**src/itd_pkg.sv**
```systemverilog
// Purpose: shared constants and types for interface topology detection
// Assumes: one 10 MHz clock, eight detectable wires per component
// Notes:   wire indices are shared by the drive, observe and force vectors
package itd_pkg;

   // wire slots: outputs and observed inputs use the same numbering
   localparam int NWIRE        = 8;
   localparam int W_TRC_VALID  = 0;
   localparam int W_TRC_READY  = 1;
   localparam int W_HALT_ACK   = 2;
   localparam int W_ALT_LINK   = 3;
   localparam int W_POINT      = 4;
   localparam int W_POINT_ACK  = 5;
   localparam int W_CHAN_OUT   = 6;
   localparam int W_CHAN_ACK   = 7;
   localparam int IDX_W        = 3;

   // extra synchronised control inputs behind the eight observed wires
   localparam int NSYNC        = 11;
   localparam int S_CHAN_ASYNC = 8;
   localparam int S_SCAN_FORCE = 9;
   localparam int S_SCAN_VALUE = 10;

   // hardware configuration of this component
   localparam logic POINT_ACK_PRESENT = 1'b1;
   localparam logic HALT_MM_FORCE     = 1'b0;
   localparam logic [NWIRE-1:0] FORCE_ALLOW = HALT_MM_FORCE ? 8'hFF : 8'hFB;

   // affinity words, values arbitrary
   localparam logic [31:0] AFF_LOW_VALUE  = 32'h0000_0001;
   localparam logic [31:0] AFF_HIGH_VALUE = 32'h0000_0000;

   // settle time after a drive change: output flop, far register and two sync stages
   localparam int CLK_PERIOD_NS = 100;
   localparam int SETTLE_NS     = 400;
   localparam int SETTLE_CYCLES = (SETTLE_NS + CLK_PERIOD_NS - 1) / CLK_PERIOD_NS;
   localparam int CNT_W         = 3;
   localparam logic [CNT_W-1:0] SETTLE_LOAD = CNT_W'(SETTLE_CYCLES - 1);

   typedef enum logic [1:0] {
      ITD_IF_TRACE = 2'b00,
      ITD_IF_HALT  = 2'b01,
      ITD_IF_POINT = 2'b10,
      ITD_IF_CHAN  = 2'b11
   } itd_if_t;

   typedef enum logic [2:0] {
      ITD_PH_PRE      = 3'b000,
      ITD_PH_ASSERT   = 3'b001,
      ITD_PH_CHK1     = 3'b010,
      ITD_PH_DEASSERT = 3'b011,
      ITD_PH_CHK0     = 3'b100
   } itd_phase_t;

   typedef enum logic [1:0] {
      ITD_ST_IDLE   = 2'b00,
      ITD_ST_SETTLE = 2'b01,
      ITD_ST_CHECK  = 2'b10
   } itd_state_t;

   typedef struct packed {
      itd_state_t       state;
      logic [CNT_W-1:0] cnt;
      itd_if_t          typ;
      itd_phase_t       phase;
      logic             slave;
      logic [NWIRE-1:0] drive;
      logic [NWIRE-1:0] pins;
      logic [NWIRE-1:0] observed;
      logic             link_ok;
      logic             done;
      logic             pass;
      logic             busy;
      logic [31:0]      aff_low;
      logic [31:0]      aff_high;
   } itd_regs_t;

   localparam itd_regs_t ITD_REGS_RESET = '{
      state:    ITD_ST_IDLE,
      cnt:      3'h0,
      typ:      ITD_IF_TRACE,
      phase:    ITD_PH_PRE,
      slave:    1'b0,
      drive:    8'h00,
      pins:     8'h00,
      observed: 8'h00,
      link_ok:  1'b0,
      done:     1'b0,
      pass:     1'b0,
      busy:     1'b0,
      aff_low:  AFF_LOW_VALUE,
      aff_high: AFF_HIGH_VALUE
   };

endpackage

```
**src/itd_sync.sv**
```systemverilog
// Purpose: two-stage synchroniser bank for asynchronous pin inputs
// Assumes: reset already synchronised to clk_in
// Notes:   first stage feeds only the second stage
`timescale 1ns/1ps
module itd_sync #(
   parameter int WIDTH = 8
) (
   // clock and reset
   input  wire logic             clk_in,
   input  wire logic             rst_n_in,
   // data
   input  wire logic [WIDTH-1:0] async_in,
   output logic      [WIDTH-1:0] sync_out
);

   logic [WIDTH-1:0] meta;

   genvar i;
   generate
      for (i = 0; i < WIDTH; i++) begin : g_bit
         always_ff @(posedge clk_in or negedge rst_n_in) begin
            if (!rst_n_in) begin
               meta[i]     <= 1'b0;
               sync_out[i] <= 1'b0;
            end else begin
               meta[i]     <= async_in[i];
               sync_out[i] <= meta[i];
            end
         end
      end
   endgenerate

endmodule

```
**src/itd_top.sv**
```systemverilog
// Purpose: topology detection override, readback and step sequencer
// Assumes: functional values come from logic on clk_in, pins are asynchronous
// Notes:   detection steps are commanded one at a time by debug control logic
//
// Functional notes
// - each chosen output can be forced independently; each chosen input reads back.
// - every interface type has preamble, assert, check, deassert, check steps.
// - bidirectional channel instances take the master role in turn, others slave.
// - master side offers one controllable output, slave side the matching input.
// - enough wires are overridable to push the level through passive components.
// - trace bus valid is overridable since bridges block controls while valid low.
// - one master wire may reach several slaves; several slaves may report it.
// - one slave wire may reach several masters; fan-in is tolerated.
// - enough wires are controllable to steer arbitration toward the tested path.
// - halt acknowledge may be forceable only through the boundary-scan path.
// - without halt control, the processor link uses another controllable wire.
// - two affinity words tell which processor this trace unit belongs to.
// - point line carries one bit; its acknowledge, if present, is controllable.
// - channel slave observes input bit 0 and drives its acknowledge only when asynchronous.
// - trace bus: valid and ready cleared, valid set, checked, ready follows.
// - halt link: master drives 0, 1, 0; slave only checks, no pre or post.
// - point line: line and ack low, line high checked then ack high, reverse.
// - channel: output bit low, ack clear, set and check, ack, then mirror.
`timescale 1ns/1ps
module itd_top
   import itd_pkg::*;
(
   // clock and reset
   input  wire logic             clk_in,
   input  wire logic             reset_n_in,
   // functional values from the component core
   input  wire logic [NWIRE-1:0] func_value_in,
   // detection control
   input  wire logic             detect_mode_in,
   input  wire logic [NWIRE-1:0] force_enable_in,
   input  wire logic [NWIRE-1:0] force_value_in,
   // step commands
   input  wire logic             cmd_valid_in,
   input  wire logic [1:0]       cmd_if_in,
   input  wire logic [2:0]       cmd_phase_in,
   input  wire logic             cmd_slave_in,
   // boundary-scan halt control
   input  wire logic             scan_halt_force_in,
   input  wire logic             scan_halt_value_in,
   // channel link configuration pin
   input  wire logic             chan_async_in,
   // wires from the far components
   input  wire logic             trace_valid_in,
   input  wire logic             trace_ready_in,
   input  wire logic             halt_acknowledge_in,
   input  wire logic             alt_link_in,
   input  wire logic             point_line_in,
   input  wire logic             point_line_ack_in,
   input  wire logic             channel_input_line_in,
   input  wire logic             channel_input_ack_line_in,
   // wires to the far components
   output logic                  trace_valid_out,
   output logic                  trace_ready_out,
   output logic                  halt_acknowledge_out,
   output logic                  alt_link_out,
   output logic                  point_line_out,
   output logic                  point_line_ack_out,
   output logic                  channel_output_line_out,
   output logic                  channel_input_ack_line_out,
   // readback and status
   output logic [NWIRE-1:0]      observed_out,
   output logic                  busy_out,
   output logic                  done_out,
   output logic                  pass_out,
   output logic                  link_ok_out,
   output logic [31:0]           device_affinity_low_out,
   output logic [31:0]           device_affinity_high_out
);

   logic             rst_meta;
   logic             rst_n;
   logic [NSYNC-1:0] raw_in;
   logic [NSYNC-1:0] sync_in;
   logic [NWIRE-1:0] pin_next;
   logic             chan_async;
   logic             scan_force;
   logic             scan_value;
   itd_regs_t        st;
   itd_regs_t        next_st;

   // reset release through two flops, assertion stays asynchronous
   always_ff @(posedge clk_in or negedge reset_n_in) begin
      if (!reset_n_in) begin
         rst_meta <= 1'b0;
         rst_n    <= 1'b0;
      end else begin
         rst_meta <= 1'b1;
         rst_n    <= rst_meta;
      end
   end

   assign raw_in = {scan_halt_value_in, scan_halt_force_in, chan_async_in,
                    channel_input_ack_line_in, channel_input_line_in,
                    point_line_ack_in, point_line_in, alt_link_in,
                    halt_acknowledge_in, trace_ready_in, trace_valid_in};

   itd_sync #(
      .WIDTH (NSYNC)
   ) u_sync (
      .clk_in   (clk_in),
      .rst_n_in (rst_n),
      .async_in (raw_in),
      .sync_out (sync_in)
   );

   assign chan_async = sync_in[S_CHAN_ASYNC];
   assign scan_force = sync_in[S_SCAN_FORCE];
   assign scan_value = sync_in[S_SCAN_VALUE];

   // master-side wire of each interface type
   function automatic logic [IDX_W-1:0] master_wire(input itd_if_t t);
      logic [IDX_W-1:0] idx;
      idx = IDX_W'(W_TRC_VALID);
      case (t)
         ITD_IF_TRACE: idx = IDX_W'(W_TRC_VALID);
         // no register path to halt acknowledge: fall back to the spare wire
         ITD_IF_HALT:  idx = HALT_MM_FORCE ? IDX_W'(W_HALT_ACK) : IDX_W'(W_ALT_LINK);
         ITD_IF_POINT: idx = IDX_W'(W_POINT);
         ITD_IF_CHAN:  idx = IDX_W'(W_CHAN_OUT);
         default:      idx = IDX_W'(W_TRC_VALID);
      endcase
      return idx;
   endfunction

   // slave-side acknowledge wire and whether it exists
   function automatic logic [IDX_W-1:0] ack_wire(input itd_if_t t);
      logic [IDX_W-1:0] idx;
      idx = IDX_W'(W_TRC_READY);
      case (t)
         ITD_IF_TRACE: idx = IDX_W'(W_TRC_READY);
         ITD_IF_POINT: idx = IDX_W'(W_POINT_ACK);
         ITD_IF_CHAN:  idx = IDX_W'(W_CHAN_ACK);
         default:      idx = IDX_W'(W_TRC_READY);
      endcase
      return idx;
   endfunction

   function automatic logic ack_present(input itd_if_t t, input logic async_link);
      logic p;
      p = 1'b0;
      case (t)
         ITD_IF_TRACE: p = 1'b1;
         ITD_IF_HALT:  p = 1'b0;
         ITD_IF_POINT: p = POINT_ACK_PRESENT;
         ITD_IF_CHAN:  p = async_link;
         default:      p = 1'b0;
      endcase
      return p;
   endfunction

   // per-wire source select; scan path owns halt acknowledge when it asks
   genvar i;
   generate
      for (i = 0; i < NWIRE; i++) begin : g_wire
         if (i == W_HALT_ACK) begin : g_halt
            always_comb begin
               if (scan_force) begin
                  pin_next[i] = scan_value;
               end else if (!detect_mode_in) begin
                  pin_next[i] = func_value_in[i];
               end else if (FORCE_ALLOW[i] && force_enable_in[i]) begin
                  pin_next[i] = force_value_in[i];
               end else begin
                  pin_next[i] = st.drive[i];
               end
            end
         end else begin : g_plain
            always_comb begin
               if (!detect_mode_in) begin
                  pin_next[i] = func_value_in[i];
               end else if (FORCE_ALLOW[i] && force_enable_in[i]) begin
                  pin_next[i] = force_value_in[i];
               end else begin
                  pin_next[i] = st.drive[i];
               end
            end
         end
      end
   endgenerate

   // step sequencer
   always_comb begin
      next_st          = st;
      next_st.done     = 1'b0;
      next_st.pins     = pin_next;
      next_st.observed = sync_in[NWIRE-1:0];
      next_st.aff_low  = AFF_LOW_VALUE;
      next_st.aff_high = AFF_HIGH_VALUE;
      case (st.state)
         ITD_ST_IDLE: begin
            // commands while a step runs are ignored, so steps never overlap
            if (cmd_valid_in && detect_mode_in) begin
               next_st.typ   = itd_if_t'(cmd_if_in);
               next_st.phase = itd_phase_t'(cmd_phase_in);
               next_st.slave = cmd_slave_in;
               next_st.cnt   = SETTLE_LOAD;
               next_st.state = ITD_ST_SETTLE;
               if (!cmd_slave_in) begin
                  case (itd_phase_t'(cmd_phase_in))
                     ITD_PH_PRE:      next_st.drive[master_wire(itd_if_t'(cmd_if_in))] = 1'b0;
                     ITD_PH_ASSERT:   next_st.drive[master_wire(itd_if_t'(cmd_if_in))] = 1'b1;
                     ITD_PH_DEASSERT: next_st.drive[master_wire(itd_if_t'(cmd_if_in))] = 1'b0;
                     default:         next_st.drive = st.drive;
                  endcase
               end else if (itd_phase_t'(cmd_phase_in) == ITD_PH_PRE) begin
                  // a new pair starts assumed connected until a check fails
                  next_st.link_ok = 1'b1;
                  if (ack_present(itd_if_t'(cmd_if_in), chan_async)) begin
                     next_st.drive[ack_wire(itd_if_t'(cmd_if_in))] = 1'b0;
                  end
               end
            end
         end
         ITD_ST_SETTLE: begin
            if (st.cnt == 3'h0) begin
               if (st.slave && (st.phase == ITD_PH_CHK1 || st.phase == ITD_PH_CHK0)) begin
                  next_st.state = ITD_ST_CHECK;
               end else begin
                  next_st.state = ITD_ST_IDLE;
                  next_st.done  = 1'b1;
                  next_st.pass  = 1'b1;
               end
            end else begin
               next_st.cnt = st.cnt - 3'h1;
            end
         end
         ITD_ST_CHECK: begin
            next_st.state = ITD_ST_IDLE;
            next_st.done  = 1'b1;
            // several slaves may see one master; each judges only itself
            if (st.observed[master_wire(st.typ)] == (st.phase == ITD_PH_CHK1)) begin
               next_st.pass = 1'b1;
               if (ack_present(st.typ, chan_async)) begin
                  next_st.drive[ack_wire(st.typ)] = (st.phase == ITD_PH_CHK1);
               end
            end else begin
               next_st.pass    = 1'b0;
               next_st.link_ok = 1'b0;
            end
         end
         default: begin
            next_st.state = ITD_ST_IDLE;
         end
      endcase
      next_st.busy = (next_st.state != ITD_ST_IDLE);
   end

   always_ff @(posedge clk_in or negedge rst_n) begin
      if (!rst_n) begin
         st <= ITD_REGS_RESET;
      end else begin
         st <= next_st;
      end
   end

   assign trace_valid_out            = st.pins[W_TRC_VALID];
   assign trace_ready_out            = st.pins[W_TRC_READY];
   assign halt_acknowledge_out       = st.pins[W_HALT_ACK];
   assign alt_link_out               = st.pins[W_ALT_LINK];
   assign point_line_out             = st.pins[W_POINT];
   assign point_line_ack_out         = st.pins[W_POINT_ACK];
   assign channel_output_line_out    = st.pins[W_CHAN_OUT];
   assign channel_input_ack_line_out = st.pins[W_CHAN_ACK];
   assign observed_out               = st.observed;
   assign busy_out                   = st.busy;
   assign done_out                   = st.done;
   assign pass_out                   = st.pass;
   assign link_ok_out                = st.link_ok;
   assign device_affinity_low_out    = st.aff_low;
   assign device_affinity_high_out   = st.aff_high;

   // checks
   a_force_bit_zero: assert property (@(posedge clk_in) disable iff (!rst_n)
      (detect_mode_in && force_enable_in[W_TRC_VALID] && !scan_force)
      |=> trace_valid_out == $past(force_value_in[W_TRC_VALID]))
      else $error("forced trace valid not driven");

   a_func_pass: assert property (@(posedge clk_in) disable iff (!rst_n)
      !detect_mode_in |=> point_line_out == $past(func_value_in[W_POINT]))
      else $error("functional point line not passed through");

   a_master_valid: assert property (@(posedge clk_in) disable iff (!rst_n)
      (st.state == ITD_ST_IDLE && cmd_valid_in && detect_mode_in && !cmd_slave_in
       && cmd_if_in == ITD_IF_TRACE && cmd_phase_in == ITD_PH_ASSERT)
      ##1 (detect_mode_in && !force_enable_in[W_TRC_VALID])
      |=> trace_valid_out)
      else $error("trace valid not asserted by master step");

   a_step_done: assert property (@(posedge clk_in) disable iff (!rst_n)
      (st.state == ITD_ST_IDLE && cmd_valid_in && detect_mode_in)
      |-> ##[2:7] done_out)
      else $error("step did not complete in time");

   a_step_hold: assert property (@(posedge clk_in) disable iff (!rst_n)
      st.state == ITD_ST_SETTLE |=> $stable(st.typ) && $stable(st.phase))
      else $error("step changed while settling");

   a_check_fail: assert property (@(posedge clk_in) disable iff (!rst_n)
      (st.state == ITD_ST_CHECK
       && st.observed[master_wire(st.typ)] != (st.phase == ITD_PH_CHK1))
      |=> !link_ok_out && !pass_out && done_out)
      else $error("wrong level did not clear link");

   a_ready_post: assert property (@(posedge clk_in) disable iff (!rst_n)
      (st.state == ITD_ST_CHECK && st.typ == ITD_IF_TRACE && st.phase == ITD_PH_CHK1
       && st.observed[W_TRC_VALID])
      |=> st.drive[W_TRC_READY])
      else $error("ready not raised after valid seen");

   a_chan_sync_ack: assert property (@(posedge clk_in) disable iff (!rst_n)
      (st.state == ITD_ST_CHECK && st.typ == ITD_IF_CHAN && !chan_async)
      |=> st.drive[W_CHAN_ACK] == $past(st.drive[W_CHAN_ACK]))
      else $error("acknowledge driven on synchronous channel");

   a_scan_halt: assert property (@(posedge clk_in) disable iff (!rst_n)
      scan_force |=> halt_acknowledge_out == $past(scan_value))
      else $error("scan halt value not driven");

   a_halt_force_blocked: assert property (@(posedge clk_in) disable iff (!rst_n)
      (!HALT_MM_FORCE && detect_mode_in && force_enable_in[W_HALT_ACK] && !scan_force)
      |=> halt_acknowledge_out == $past(st.drive[W_HALT_ACK]))
      else $error("halt acknowledge forced from register path");

   a_point_ack: assert property (@(posedge clk_in) disable iff (!rst_n)
      (st.state == ITD_ST_CHECK && st.typ == ITD_IF_POINT && POINT_ACK_PRESENT
       && st.observed[W_POINT] == (st.phase == ITD_PH_CHK1))
      |=> st.drive[W_POINT_ACK] == (st.phase == ITD_PH_CHK1))
      else $error("point acknowledge not following check");

   a_chan_async_ack: assert property (@(posedge clk_in) disable iff (!rst_n)
      (st.state == ITD_ST_CHECK && st.typ == ITD_IF_CHAN && chan_async
       && st.observed[W_CHAN_OUT] == (st.phase == ITD_PH_CHK1))
      |=> st.drive[W_CHAN_ACK] == (st.phase == ITD_PH_CHK1))
      else $error("channel acknowledge not following check");

   a_halt_no_post: assert property (@(posedge clk_in) disable iff (!rst_n)
      (st.state == ITD_ST_CHECK && st.typ == ITD_IF_HALT)
      |=> $stable(st.drive))
      else $error("halt link slave drove a wire");

   a_affinity_fixed: assert property (@(posedge clk_in) disable iff (!rst_n)
      device_affinity_low_out == AFF_LOW_VALUE && device_affinity_high_out == AFF_HIGH_VALUE)
      else $error("affinity word changed");

endmodule

```
**config.mk**
```make
export PLATFORM = sky130hd
export DESIGN_NAME = itd_top
export DESIGN_NICKNAME = d
export VERILOG_FILES = /design/src/itd_pkg.sv /design/src/itd_sync.sv /design/src/itd_top.sv
export SDC_FILE = /design/constraint.sdc
export NUM_CORES = 1
export LEC_CHECK = 0
export BUFFER_PORTS_ARGS = -buffer_cell sky130_fd_sc_hd__buf_4
export CORE_AREA = 3 3 89 113
export CTS_BUF_LIST = sky130_fd_sc_hd__clkbuf_8
export CTS_CLUSTER_SIZE = 10
export DETAILED_ROUTE_END_ITERATION = 8
export DIE_AREA = 0 0 92 116
export PLACE_DENSITY = 0.62
export SLEW_MARGIN = 20
export SYNTH_ARGS = -nofsm -noshare
export SYNTH_HDL_FRONTEND = slang
export SYNTH_SLANG_ARGS = --single-unit
export TNS_END_PERCENT = 1
```
**constraint.sdc**
```tcl
create_clock -name clk_in -period 2.75 [get_ports clk_in]
set_input_delay 0.55 -clock clk_in [delete_from_list [all_inputs] [get_ports clk_in]]
set_output_delay 0.55 -clock clk_in [all_outputs]
set_load 0.01 [all_outputs]
```
After elaboration in Yosys (flattened, before gate mapping)
Cells that the tools add are included.
- input bits: 45
- output and inout bits: 84
- word-level logic and storage cells: 188
- flip-flop bits (word level): 63
- bitwise gates (word level): 7
- reductions and logical operators: 24
- muxes and demuxes: 84
- eq/ne operators: 25
- add/subtract/negate cells: 1
- order comparisons: 11
- operator list (kind ; count):
    2-to-1 mux 3 bit ; 22
    2-to-1 mux 8 bit ; 5
    2-to-1 mux 1 bit ; 33
    AND 8 bit ; 3
    less-than comparator 3 x 4 -> 1 bit, second input constant ; 6
    inverter 8 bit ; 3
    case mux 3 bit (4 select lines) ; 2
    case mux 8 bit (3 select lines) ; 1
    2-to-1 mux 19 bit ; 1
    != test 2 bit, second input constant ; 9
    case mux 3 bit (2 select lines) ; 3
    case mux 8 bit (2 select lines) ; 1
    demux 1 bit (select 3 bit) ; 5
    greater-or-equal comparator 3 x 1 -> 1 bit, second input constant ; 5
    == test 2 bit, second input constant ; 5
    bitwise mux 8 bit ; 1
    2-to-1 mux 2 bit ; 4
    OR 8 bit ; 1
    case mux 2 bit (2 select lines) ; 2
    nonzero test 2 bit ; 4
    logical AND 1 bit ; 7
    AND reduction 7 bit ; 1
    == test 2 x 1 -> 1 bit, second input constant ; 3
    == test 3 x 2 -> 1 bit, second input constant ; 2
    other kinds (16) ; 23

Depth between registers and ports, before layout
Gate-level depths: netlist of run 1.
- word-level depth: 24
- gate-level depth with buffers: 7
- depth with buffers taken out: 6

By module
A second synthesis of run 1 with hierarchy kept.
- cells, all modules: 291
- area total of the unflattened synthesis: 3111.7 µm²
- by module, submodules not included (module ; times used ; area each (µm²) ; sequential area each (µm²) ; cells an instance):
    itd_top ; 1 ; 2561.2 ; 1026.0 ; 269
    itd_sync ; 1 ; 550.5 ; 550.5 ; 22

Worst setup path before layout of run 1
OpenSTA, ideal clock, no wires.
- path kind: reg2reg
- start: register st[101] (netlist bit)
- end: register st[89] (netlist bit)
- path buffers: 1
- path slack: 943 ps
- setup time: 126 ps
- data arrival time: 1681 ps
- cell stages (with the launch flop): 8
- period minus slack after synthesis: 1807 ps
- data required time: 2624 ps
- cells stage by stage: dfrtp_1 inv_1 ha_1 buf_4 nand3_4 o31ai_1 o211ai_1 a221o_1
- cells in the longest elaborated chain, start to end: 3
- elaborated cells between the ends (all ways): 11
- those cells by class: 7 x eq/ne; 1 x mux; 3 x reduce/logical
- RTL lines (item ; line ; source):
    start: declaration ; itd_top.sv:83 ; itd_regs_t st;
    start signal: assignment ; itd_top.sv:257 ; st <= next_st;
    == test 2 bit / logical NOT 2 bit (equally long branches) ; itd_top.sv:194 ; case (st.state)
    != test 2 bit (no source line) (tied with other cells) ; - ;
    AND reduction 7 bit (no source line) ; - ;
Several ways; a longest one is shown, not always the timed one.
A chain may end at the register's enable or synchronous reset.

Final worst setup path of run 1
Ends and elaborated chain as after synthesis.

==> results of run 1 <==
## layout make-up
type	count	area [sq um]
Multi-Input combinational cell	201	1200
Clock buffer	12	165.2
Timing Repair Buffer	64	483.0
Sequential cell	63	1578
Tap cell	123	153.9
Inverter	10	37.54
Fill cell	905	5415
Clock inverter	4	43.79
## metal layers
metal | global-route usage [%] | part of all wire [%] | vias up
met4 | 6.046 | 2.7 | 0
met5 | 0 | 0 | -
met2 | 18.23 | 50 | 95
li1 | - | - | 963
met3 | 3.636 | 8.3 | 14
met1 | 12.85 | 39 | 979
## kinds of logic after synthesis
family / share of synthesized area, %
AOI/OAI and AO/OA: 8.828
xor gates and xnor gates: 0.8315
adders and majority gates: 1.979
buffers and inverters: 19.64
DFF: 49.88
muxes: 7.443
other: 0.2376
and+or+nand+nor: 11.16
## worst max-delay path, stage by stage, from the launching register on
cell,delay [ns]
dfrtp_1,0.41
inv_1,0.09
ha_1,0.34
nand3_4,0.21
o31ai_1,0.45
o211ai_1,0.15
a221o_1,0.37
## registers in the layout (all words and copies together), names as in the netlist
signal	cells
channel_input_ack_line_out	1
trace_ready_out	1
link_ok_out	1
rst_meta	1
u_sync.sync_out	11
point_line_out	1
st	19
trace_valid_out	1
u_sync.meta	11
point_line_ack_out	1
channel_output_line_out	1
pass_out	1
observed_out	8
alt_link_out	1
busy_out	1
done_out	1
halt_acknowledge_out	1
rst_n	1
## stage by stage
step                hold WS, ns  std cells
floorplan                0.2544        354
finish                   0.2052        477
CTS                      0.2281        477
global placement         0.2112        460
global route             0.2631        477
detailed placement       0.2216        460
## layout by cell type, fill, tap and decap left out, drive strengths merged, types with 4 or more instances in the layout
master / n
a21oi: 14
nor3: 5
o21ai: 10
nand3: 9
buf: 63
ha: 5
mux2i: 10
dfrtp: 63
nor2: 13
nor3b: 4
inv: 11
clkbuf: 12
nand2: 15
conb: 65
mux2: 10
## report_power, final
group / switching [mW] / internal, mW
registers: 0.125 / 1.07
clock network: 0.346 / 0.487
logic: 0.371 / 0.337
## timing repair
item | 4_1_cts | 5_1_grt
hold buffers | 1 | 0
setup endpoints to repair | 0 | 0
endpoints found under the hold margin | 2 | 0
## path summary, 6_finish.rpt
check / cells past startpoint / end / start
setup / recovery: 6 / st[89] / st[101]
hold / removal: 0 / u_sync.sync_out[10] / rst_n
setup reg to reg: 6 / st[89] / st[101]
hold reg to reg: 0 / u_sync.sync_out[10] / rst_n
max in group asynchronous: 1 / st[90] / rst_n
min in group clk_in: 1 / u_sync.meta[7] / channel_input_ack_line_in
==> impl_results.md, run 1 <==
* Initial DRC Count at 95
* Htree depth at 3
* Crit Path Category: reg2reg
* # setup viols final at 0
* Syn Area/Cell at 10.86 sq um
* Fin. Hold Viols at 0
* Max clock buf depth at 2
* RSZ-0062 raised after global routing: false
* Drt first pass iters at 4
* Overall Global Routing Usage at 11.08%
* Final HPWL DP at approximately 4.4 mm
* Commonest cells post-synth: buf_4 (73), dfrtp_1 (63), nand2_1 (15), a21oi_1 (14), nor2_1 (13)
* Die width at 92 um
* Ys flop type: dfrtp_1
* Post-Route Utilization at approximately 40%
* Synth cell types at 45
* CTS root buf: clkbuf_8
* Warnings, synthesis at 0
* ANT cells at 0
* Core area at 9076 sq um
* Cell taking the most area after synthesis: dfrtp_1
* Worst endpoint required time at between 2 and 3 ns
* Tot Pwr at ~2.7 mW
* Layout cells sized above 1 at 27.12%
* Avg WL per Cell at ~12 um
* Worst skew pair latency at 0.33 ns
* Post-cts sizing count at 0
* Number of global-route vias before repair at ~2k
* Setup TNS at 0 ns
* Row cnt at 39
* Worst hold path class: reg2async
* Worst Max-Slew Pin Slew at 0.5654 ns
* P per Cell Area at ~750 nW/um^2
* Leakage power at about 1.8 nW
* Clock slew seen by the registers of the worst setup and hold paths at approximately 0.070 ns
* GP Congestion at 0.7410
* Sequential fraction of the synthesis area at about 50%
* Placed Area at 3442 sq um
* Pin count of the biggest net entering global routing at 42
* Die Ht at ~120 um
* CTS tree: done
* IO Pins at between 100 and 150
* Post-synth top area share at between 40% and 50%
* CP Launch Type: flop
* Post-synthesis register bit count at between 60 and 70
* Clock sinks at between 60 and 70
* Setup ws final at about 0.61 ns
* DRC viols at 0
* Crit path max fanout at 10
* Critical path endpoint category: flop
* CTS buffer count at 9
* Post-Route WL at between 5 and 6 mm
* Postcts setup bufs at 0
* First-pass GRT wire length at between 9 and 10 mm
* Relative max-transition margin at roughly 62%
* Final #Nets at around 400
* Port buffer count at a little over 60
* Fin crit period at ~2.1 ns
* Count leader, synth: buf_4
* Max frequency at roughly 470 MHz
* Slew Viols, Final at 0
* Cells after Synth at between 200 and 300
* Starting density of the core at 34.82%
* Synth top area cells: dfrtp_1 (50%), buf_4 (17%), mux2_2 (3.6%)
* Overflow after GRT at 0
* EDFF count, synth at 0
* Status: finished, final reports clean
* Antenna violations before repair at 0
* Tcrit/Tclk final at 77.92%
* Post-layout instance area at 3661 sq um
* DR vias/cell at about 4.3
* Worst vdd ir at 0.0003163 V
* Post-place setup slack at between 0.6 and 0.7 ns
* Cell Area, Synth at between 3000 and 4000 sq um
* DR vias at approximately 2.1k
* R2r setup slk at 0.61 ns
* Final ANT Viol Nets at 0
* Worst Skew at about 0.0090 ns
* Die ar. at around 11,000 sq um
* Max Cap Viol at 0
* P&R area growth vs syn at 15.84%
* Fraction of synthesis flops using an asynchronous set or reset pin at 100.0%
* Worst Path Arrival at 2.36 ns
No activity file was read; power rests on OpenSTA's default activity.
==> run 2: changes to the inputs <==
--- a/config.mk
+++ b/config.mk
@@ -11,7 +11,7 @@
 export CTS_CLUSTER_SIZE = 10
 export DETAILED_ROUTE_END_ITERATION = 8
 export DIE_AREA = 0 0 92 116
-export PLACE_DENSITY = 0.62
+export PLACE_DENSITY = 0.65
 export SLEW_MARGIN = 20
 export SYNTH_ARGS = -nofsm -noshare
 export SYNTH_HDL_FRONTEND = slang
==> constraint.sdc (replaced) <==
create_clock -name clk_in -period 1.8 [get_ports clk_in]
set_input_delay 0.36 -clock clk_in [delete_from_list [all_inputs] [get_ports clk_in]]
set_output_delay 0.36 -clock clk_in [all_outputs]
set_load 0.01 [all_outputs]
==> impl_results.md, run 2 (synthesis results as in run 1) <==
* P&R area growth vs syn at 20.90%
* Critical path endpoint category: flop
* Post-Route Utilization at 42.10%
* Fin cells at 490
* CTS tree: done
* CP Launch Type: flop
* Final #Nets at between 400 and 500
* Antenna violations before repair at 0
* Placed insts at roughly 470
* P per Cell Area at between 1000 and 1500 nW/um^2
* # setup viols final at 0
* Clock slew seen by the registers of the worst setup and hold paths at 0.08 ns
* Most frequent cells in the layout: buf_4 (75), conb_1 (65), dfrtp_1 (62)
* Crit Path Category: reg2reg
* Top Registers: st x19, u_sync.meta x11, u_sync.sync_out x11
* Final HPWL DP at 4.515 mm
* Critical-path cell list: inv_1 > ha_2 > buf_4 > nand2b_4 > o211ai_2 > and2_1 > a221o_1
* CTS root buf: clkbuf_8
* Row cnt at 39
* DR vias/cell at 4.188
* IO Pins at approximately 130
* Die Ht at about 120 um
* Crit path max fanout at 7
* Overflow after GRT at 0
* Max clock buf depth at 2
* Status: finished, final reports clean
* Max Cap Viol at 0
* ANT cells at 0
* GP Congestion at approximately 0.77
* Leakage power at 1.856 nW
* CP delay by family, top: compound AO/OA/AOI/OAI gates
* DR vias at slightly above 2k
* Initial DRC Count at around 100
* Worst path max stage delay at roughly 0.4 ns
* Core area at around 9000 sq um
* Fin. Hold Viols at 0
* Final ANT Viol Nets at 0
* Clock sinks at between 60 and 70
* Worst Skew at approximately 0.014 ns
* Most common cell after layout, fill and taps aside: buf_4
* Relative max-transition margin at about three fifths
* Starting density of the core at between 30% and 40%
* First-pass GRT wire length at around 9.4 mm
* CTS buffer count at 9
* Fin crit period at roughly 1.7 ns
* Worst-path cell with the longest stage delay: dfrtp_1
* Worst hold path class: in2reg
* Htree depth at 3
* Worst path bufs/invs at 2
* Number of global-route vias before repair at between 1.5k and 2k
* Slew Viols, Final at 0
* Worst Max-Slew Pin Slew at 0.5708 ns
* Overall Global Routing Usage at ~11%
* RSZ-0062 raised after global routing: true
* Worst vdd ir at around 0.00056 V
* Post-Route WL at 6.048 mm
* Pin count of the biggest net entering global routing at between 60 and 70
* Tcrit/Tclk final at between 90% and 100%
* Layout cells sized above 1 at 30.79%
* Port buffer count at between 60 and 70
* Max reg flops at 19
* DRC viols at 0
* Worst Path Arrival at 1.94 ns
* Tot Pwr at 4.453 mW
* Die width at between 90 and 100 um
* Die ar. at approximately 11,000 sq um
* Worst skew pair latency at 0.34 ns
* Max frequency at between 500 and 600 MHz
* Drt first pass iters at 5
* Avg WL per Cell at about 12 um
* Top reg by flops: st
* Worst endpoint required time at 2.02 ns
run 2: changes by cell type in the layout (fill, tap and decap cells not counted), sizes merged:
| cell | change |
|---|---|
| inv | +2 |
| buf | +13 |
| clkinvlp | +1 |
| clkbuf | -3 |
| bufinv | +1 |
| clkinv | -1 |
run 2: final timing paths:
path	slack, ns	to	startpoint	depth (start not counted)
max	0.08	st[89]	st[101]	7
min	0.12	u_sync.meta[7]	channel_input_ack_line_in	1
max reg2reg	0.08	st[89]	st[101]	7
min reg2reg	0.26	u_sync.meta[9]	rst_n	1
max in group asynchronous	1.24	u_sync.sync_out[0]	rst_n	1
min in group asynchronous	0.26	u_sync.meta[9]	rst_n	1
run 2: timing repair:
action / 4_1_cts / 5_1_grt
endpoints found under the hold margin: 2 / 0
gates resized for setup: 1 / 4
hold buffers: 1 / 0
endpoints found under the setup margin: 2 / 6
buffers inserted: 0 / 0
run 2: cell type report:
class,count,area [sq um]
Multi-Input combinational cell,201,1232
Sequential cell,63,1578
Clock inverter,7,102.6
Tap cell,123,153.9
Clock buffer,9,123.9
Inverter,10,37.54
Timing Repair Buffer,77,593.1
Fill cell,883,5255
run 2: layer usage:
layer	wire length [um]	vias to the layer above	global-route usage, %
met1	2394	978	13.84
li1	-	989	-
met3	472	6	4.481
met2	3099	79	18.47
met5	0	-	0
met4	81	0	3.865
run 2: where the power goes:
group / leakage [nW] / switching, mW / total, mW / internal [mW]
registers: 0.750 / 0.153 / 1.78 / 1.63
logic: 0.996 / 0.659 / 1.28 / 0.623
clock network: 0.111 / 0.592 / 1.39 / 0.796
total: 1.86 / 1.41 / 4.45 / 3.05
run 2: worst register-to-register path: stages (launching register included):
cell	delay, ns
dfrtp_1	0.39
inv_1	0.10
ha_2	0.23
buf_4	0.16
nand2b_4	0.15
o211ai_2	0.10
and2_1	0.17
a221o_1	0.32
run 2: through the flow:
step	TNS, ns	instance area, sq um	hold WS (ns)	setup slack (ns)
after floorplan	-0.007072	3398	0.06441	-0.007072
after global placement	0	3552	0.1424	0.0007414
after detailed placement	-0.06344	3552	0.1472	-0.06344
after CTS	0	3794	0.09816	0.01882
after global routing	-0.02786	3821	0.08511	-0.02255
final	0	3821	0.1212	0.08424
==> run 3: changes to the inputs <==
--- a/config.mk
+++ b/config.mk
@@ -5,13 +5,14 @@
 export SDC_FILE = /design/constraint.sdc
 export NUM_CORES = 1
 export LEC_CHECK = 0
+export ABC_AREA = 1
 export BUFFER_PORTS_ARGS = -buffer_cell sky130_fd_sc_hd__buf_4
-export CORE_AREA = 3 3 89 113
+export CORE_AREA = 3 3 89 112
 export CTS_BUF_LIST = sky130_fd_sc_hd__clkbuf_8
 export CTS_CLUSTER_SIZE = 10
 export DETAILED_ROUTE_END_ITERATION = 8
-export DIE_AREA = 0 0 92 116
-export PLACE_DENSITY = 0.65
+export DIE_AREA = 0 0 92 115
+export PLACE_DENSITY = 0.64
 export SLEW_MARGIN = 20
 export SYNTH_ARGS = -nofsm -noshare
 export SYNTH_HDL_FRONTEND = slang
==> impl_results.md, run 3 <==
* Count leader, synth: buf_4
* Die ar. at 10,580 sq um
* Critical path endpoint category: flop
* Combinational family with the most area after synthesis: buffers and inverters
* CP delay by family, top: compound AO/OA/AOI/OAI gates
* Setup ws final at 0.2110 ns
* Fraction of synthesis flops using an asynchronous set or reset pin at 100.0%
* Hold Path Depth at 1
* Post-layout instance area at about 3700 sq um
* Max Cap Viol at 0
* Most frequent cells in the layout: buf_4 (66), conb_1 (65), dfrtp_1 (62)
* Drt first pass iters at 4
* Cell taking the most area after synthesis: dfrtp_1
* Worst Skew at about 0.0075 ns
* Worst skew pair latency at around 0.34 ns
* Fin. Hold Viols at 0
* Max frequency at between 600 and 700 MHz
* R2R cell count at 8
* Most common cell after layout, fill and taps aside: buf_4
* Setup TNS at 0 ns
* Antenna violations before repair at 0
* Row cnt at 39
* Overflow after GRT at 0
* Top Registers: st x19, u_sync.meta x11, u_sync.sync_out x11
* Die width at roughly 92 um
* Pin count of the biggest net entering global routing at 38
* CTS tree: done
* Post-place setup slack at 0.1318 ns
* Clock slew seen by the registers of the worst setup and hold paths at approximately 0.07 ns
* ANT cells at 0
* Commonest cells post-synth: buf_4 (73), dfrtp_1 (63), nand2_1 (59), inv_1 (38), nand3_1 (19)
* Worst endpoint required time at ~2.0 ns
* First-pass GRT wire length at ~9.6 mm
* Cell Area, Synth at a little over 3000 sq um
* Ys flop type: dfrtp_1
* EDFF count, synth at 0
* Port buffer count at just over 60
* Worst Path Arrival at ~1.8 ns
* Critical path depth at 8
* CTS root buf: clkbuf_8
* Multiplexer share of the synthesized area at 0%
* Layout cells sized above 1 at ~22%
* Placed Area at roughly 3400 sq um
* IO Pins at approximately 130
* Slew Viols, Final at 0
* CP Launch Type: flop
* Worst path max stage delay at roughly 0.37 ns
* Htree depth at 3
* Area of the multi-input gates at between 1000 and 1500 sq um
* Worst vdd ir at roughly 0.00053 V
* Warnings, synthesis at 0
* Number of global-route vias before repair at ~2.1k
* DRC viols at 0
* Core area at roughly 9100 sq um
* Post-synthesis register bit count at 63
* Cells after Synth at 342
* Syn Area/Cell at slightly above 9 sq um
* # setup viols final at 0
* Final HPWL DP at around 4.5 mm
* Tcrit/Tclk final at roughly nine tenths
* Fin crit period at about 1.6 ns
* FF+latch area at 1578 sq um
* Max clock buf depth at 2
* RSZ-0062 raised after global routing: false
* Sequential fraction of the synthesis area at around half
* Critical-path cell list: inv_1 > ha_1 > inv_1 > o21ai_1 > a21oi_2 > nand2_1 > o22ai_1 > a21oi_1
* Area share of fa/ha/maj cells after synthesis at under 10%
* Top cell by count, worst path: inv_1
* Status: finished, final reports clean
* Max reg flops at 19
* Leakage power at about 1.9 nW
* Worst hold slack at approximately 0.12 ns
* P per Cell Area at between 1000 and 1500 nW/um^2
* Synth cell types at 29
* Post-synth top area share at a little over 50%
* Synth Area in Compound Gates at between 8 and 9%
* Starting density of the core at around a third
* Crit Path Category: reg2reg
* Post-Synth XOR/XNOR Area at 0%
* DR vias at ~2.2k
* Top reg by flops: st
* Simple-Gate Fraction of Synth Area at roughly 16%
* Final ANT Viol Nets at 0
* Post-Route Utilization at 40.29%
* Crit path max fanout at 8
* Worst path bufs/invs at 2
* Final #Nets at 456
* Die Ht at 115 um
* CTS buffer count at 9
* Fillers at slightly above 900
* Post-Route WL at 5.727 mm
* Clock sinks at 63
* Avg WL per Cell at roughly 11 um
* GP Congestion at just over 0.8
* P&R area growth vs syn at 17.67%
* Worst-path cell with the longest stage delay: dfrtp_1
* Initial DRC Count at 80
* Synth top area cells: dfrtp_1 (51%), buf_4 (18%), nand2_1 (7.1%)
* Overall Global Routing Usage at roughly 12%
* DR vias/cell at just over 4
* Worst hold path class: in2reg
run 3: final timing paths:
path	from	end	slack, ns
worst max-delay path	st[102]	st[100]	0.21
worst min-delay path	point_line_in	u_sync.meta[4]	0.12
worst max register to register	st[102]	st[100]	0.21
worst min register to register	rst_n	u_sync.sync_out[6]	0.25
max in group asynchronous	rst_n	st[91]	1.14
min in group asynchronous	rst_n	u_sync.sync_out[6]	0.25
run 3: logic make-up after synthesis:
| logic type | Yosys count |
|---|---|
| buffers and inverters | 116 |
| AND/OR/NAND/NOR | 110 |
| flip-flops | 63 |
| AO/OA/AOI/OAI | 46 |
| adder cells (fa/ha/maj) | 5 |
| other | 2 |
run 3: per-stage QoR:
step                      instances  total power, mW
after floorplan                 405            2.955
after global placement          517            3.226
after detailed placement        517            3.283
after CTS                       534            4.637
after global routing            534            4.966
final                           534            4.591
run 3: final cells by class:
type                       instances  area share, %
multi-input combinational        226          28.98
sequential                        63          43.14
clock inverter                     7          2.463
timing repair buffer              67          13.82
inverter                          39          4.003
clock buffer                       9          3.387
tap                              123          4.208
run 3: report_power, final:
| part | leakage [nW] | switching [mW] | total [mW] | internal, mW |
|---|---|---|---|---|
| Sequential | 0.761 | 0.134 | 1.80 | 1.67 |
| Clock | 0.110 | 0.547 | 1.32 | 0.771 |
| Combinational | 1.01 | 0.931 | 1.47 | 0.543 |
run 3: routing by layer:
layer	vias up	GRT usage (%)	part of all wire [%]
met5	-	0	0
met2	88	19.93	51
met4	0	6.739	2.3
li1	1085	-	-
met1	1023	12.63	38
met3	10	3.338	8.4
run 3: timing repair:
action | CTS | global route
resized for setup | 0 | 1
endpoints found under the setup margin | 0 | 5
buffers inserted | 0 | 0
hold endpoints to repair | 2 | 0
hold buffers | 1 | 0
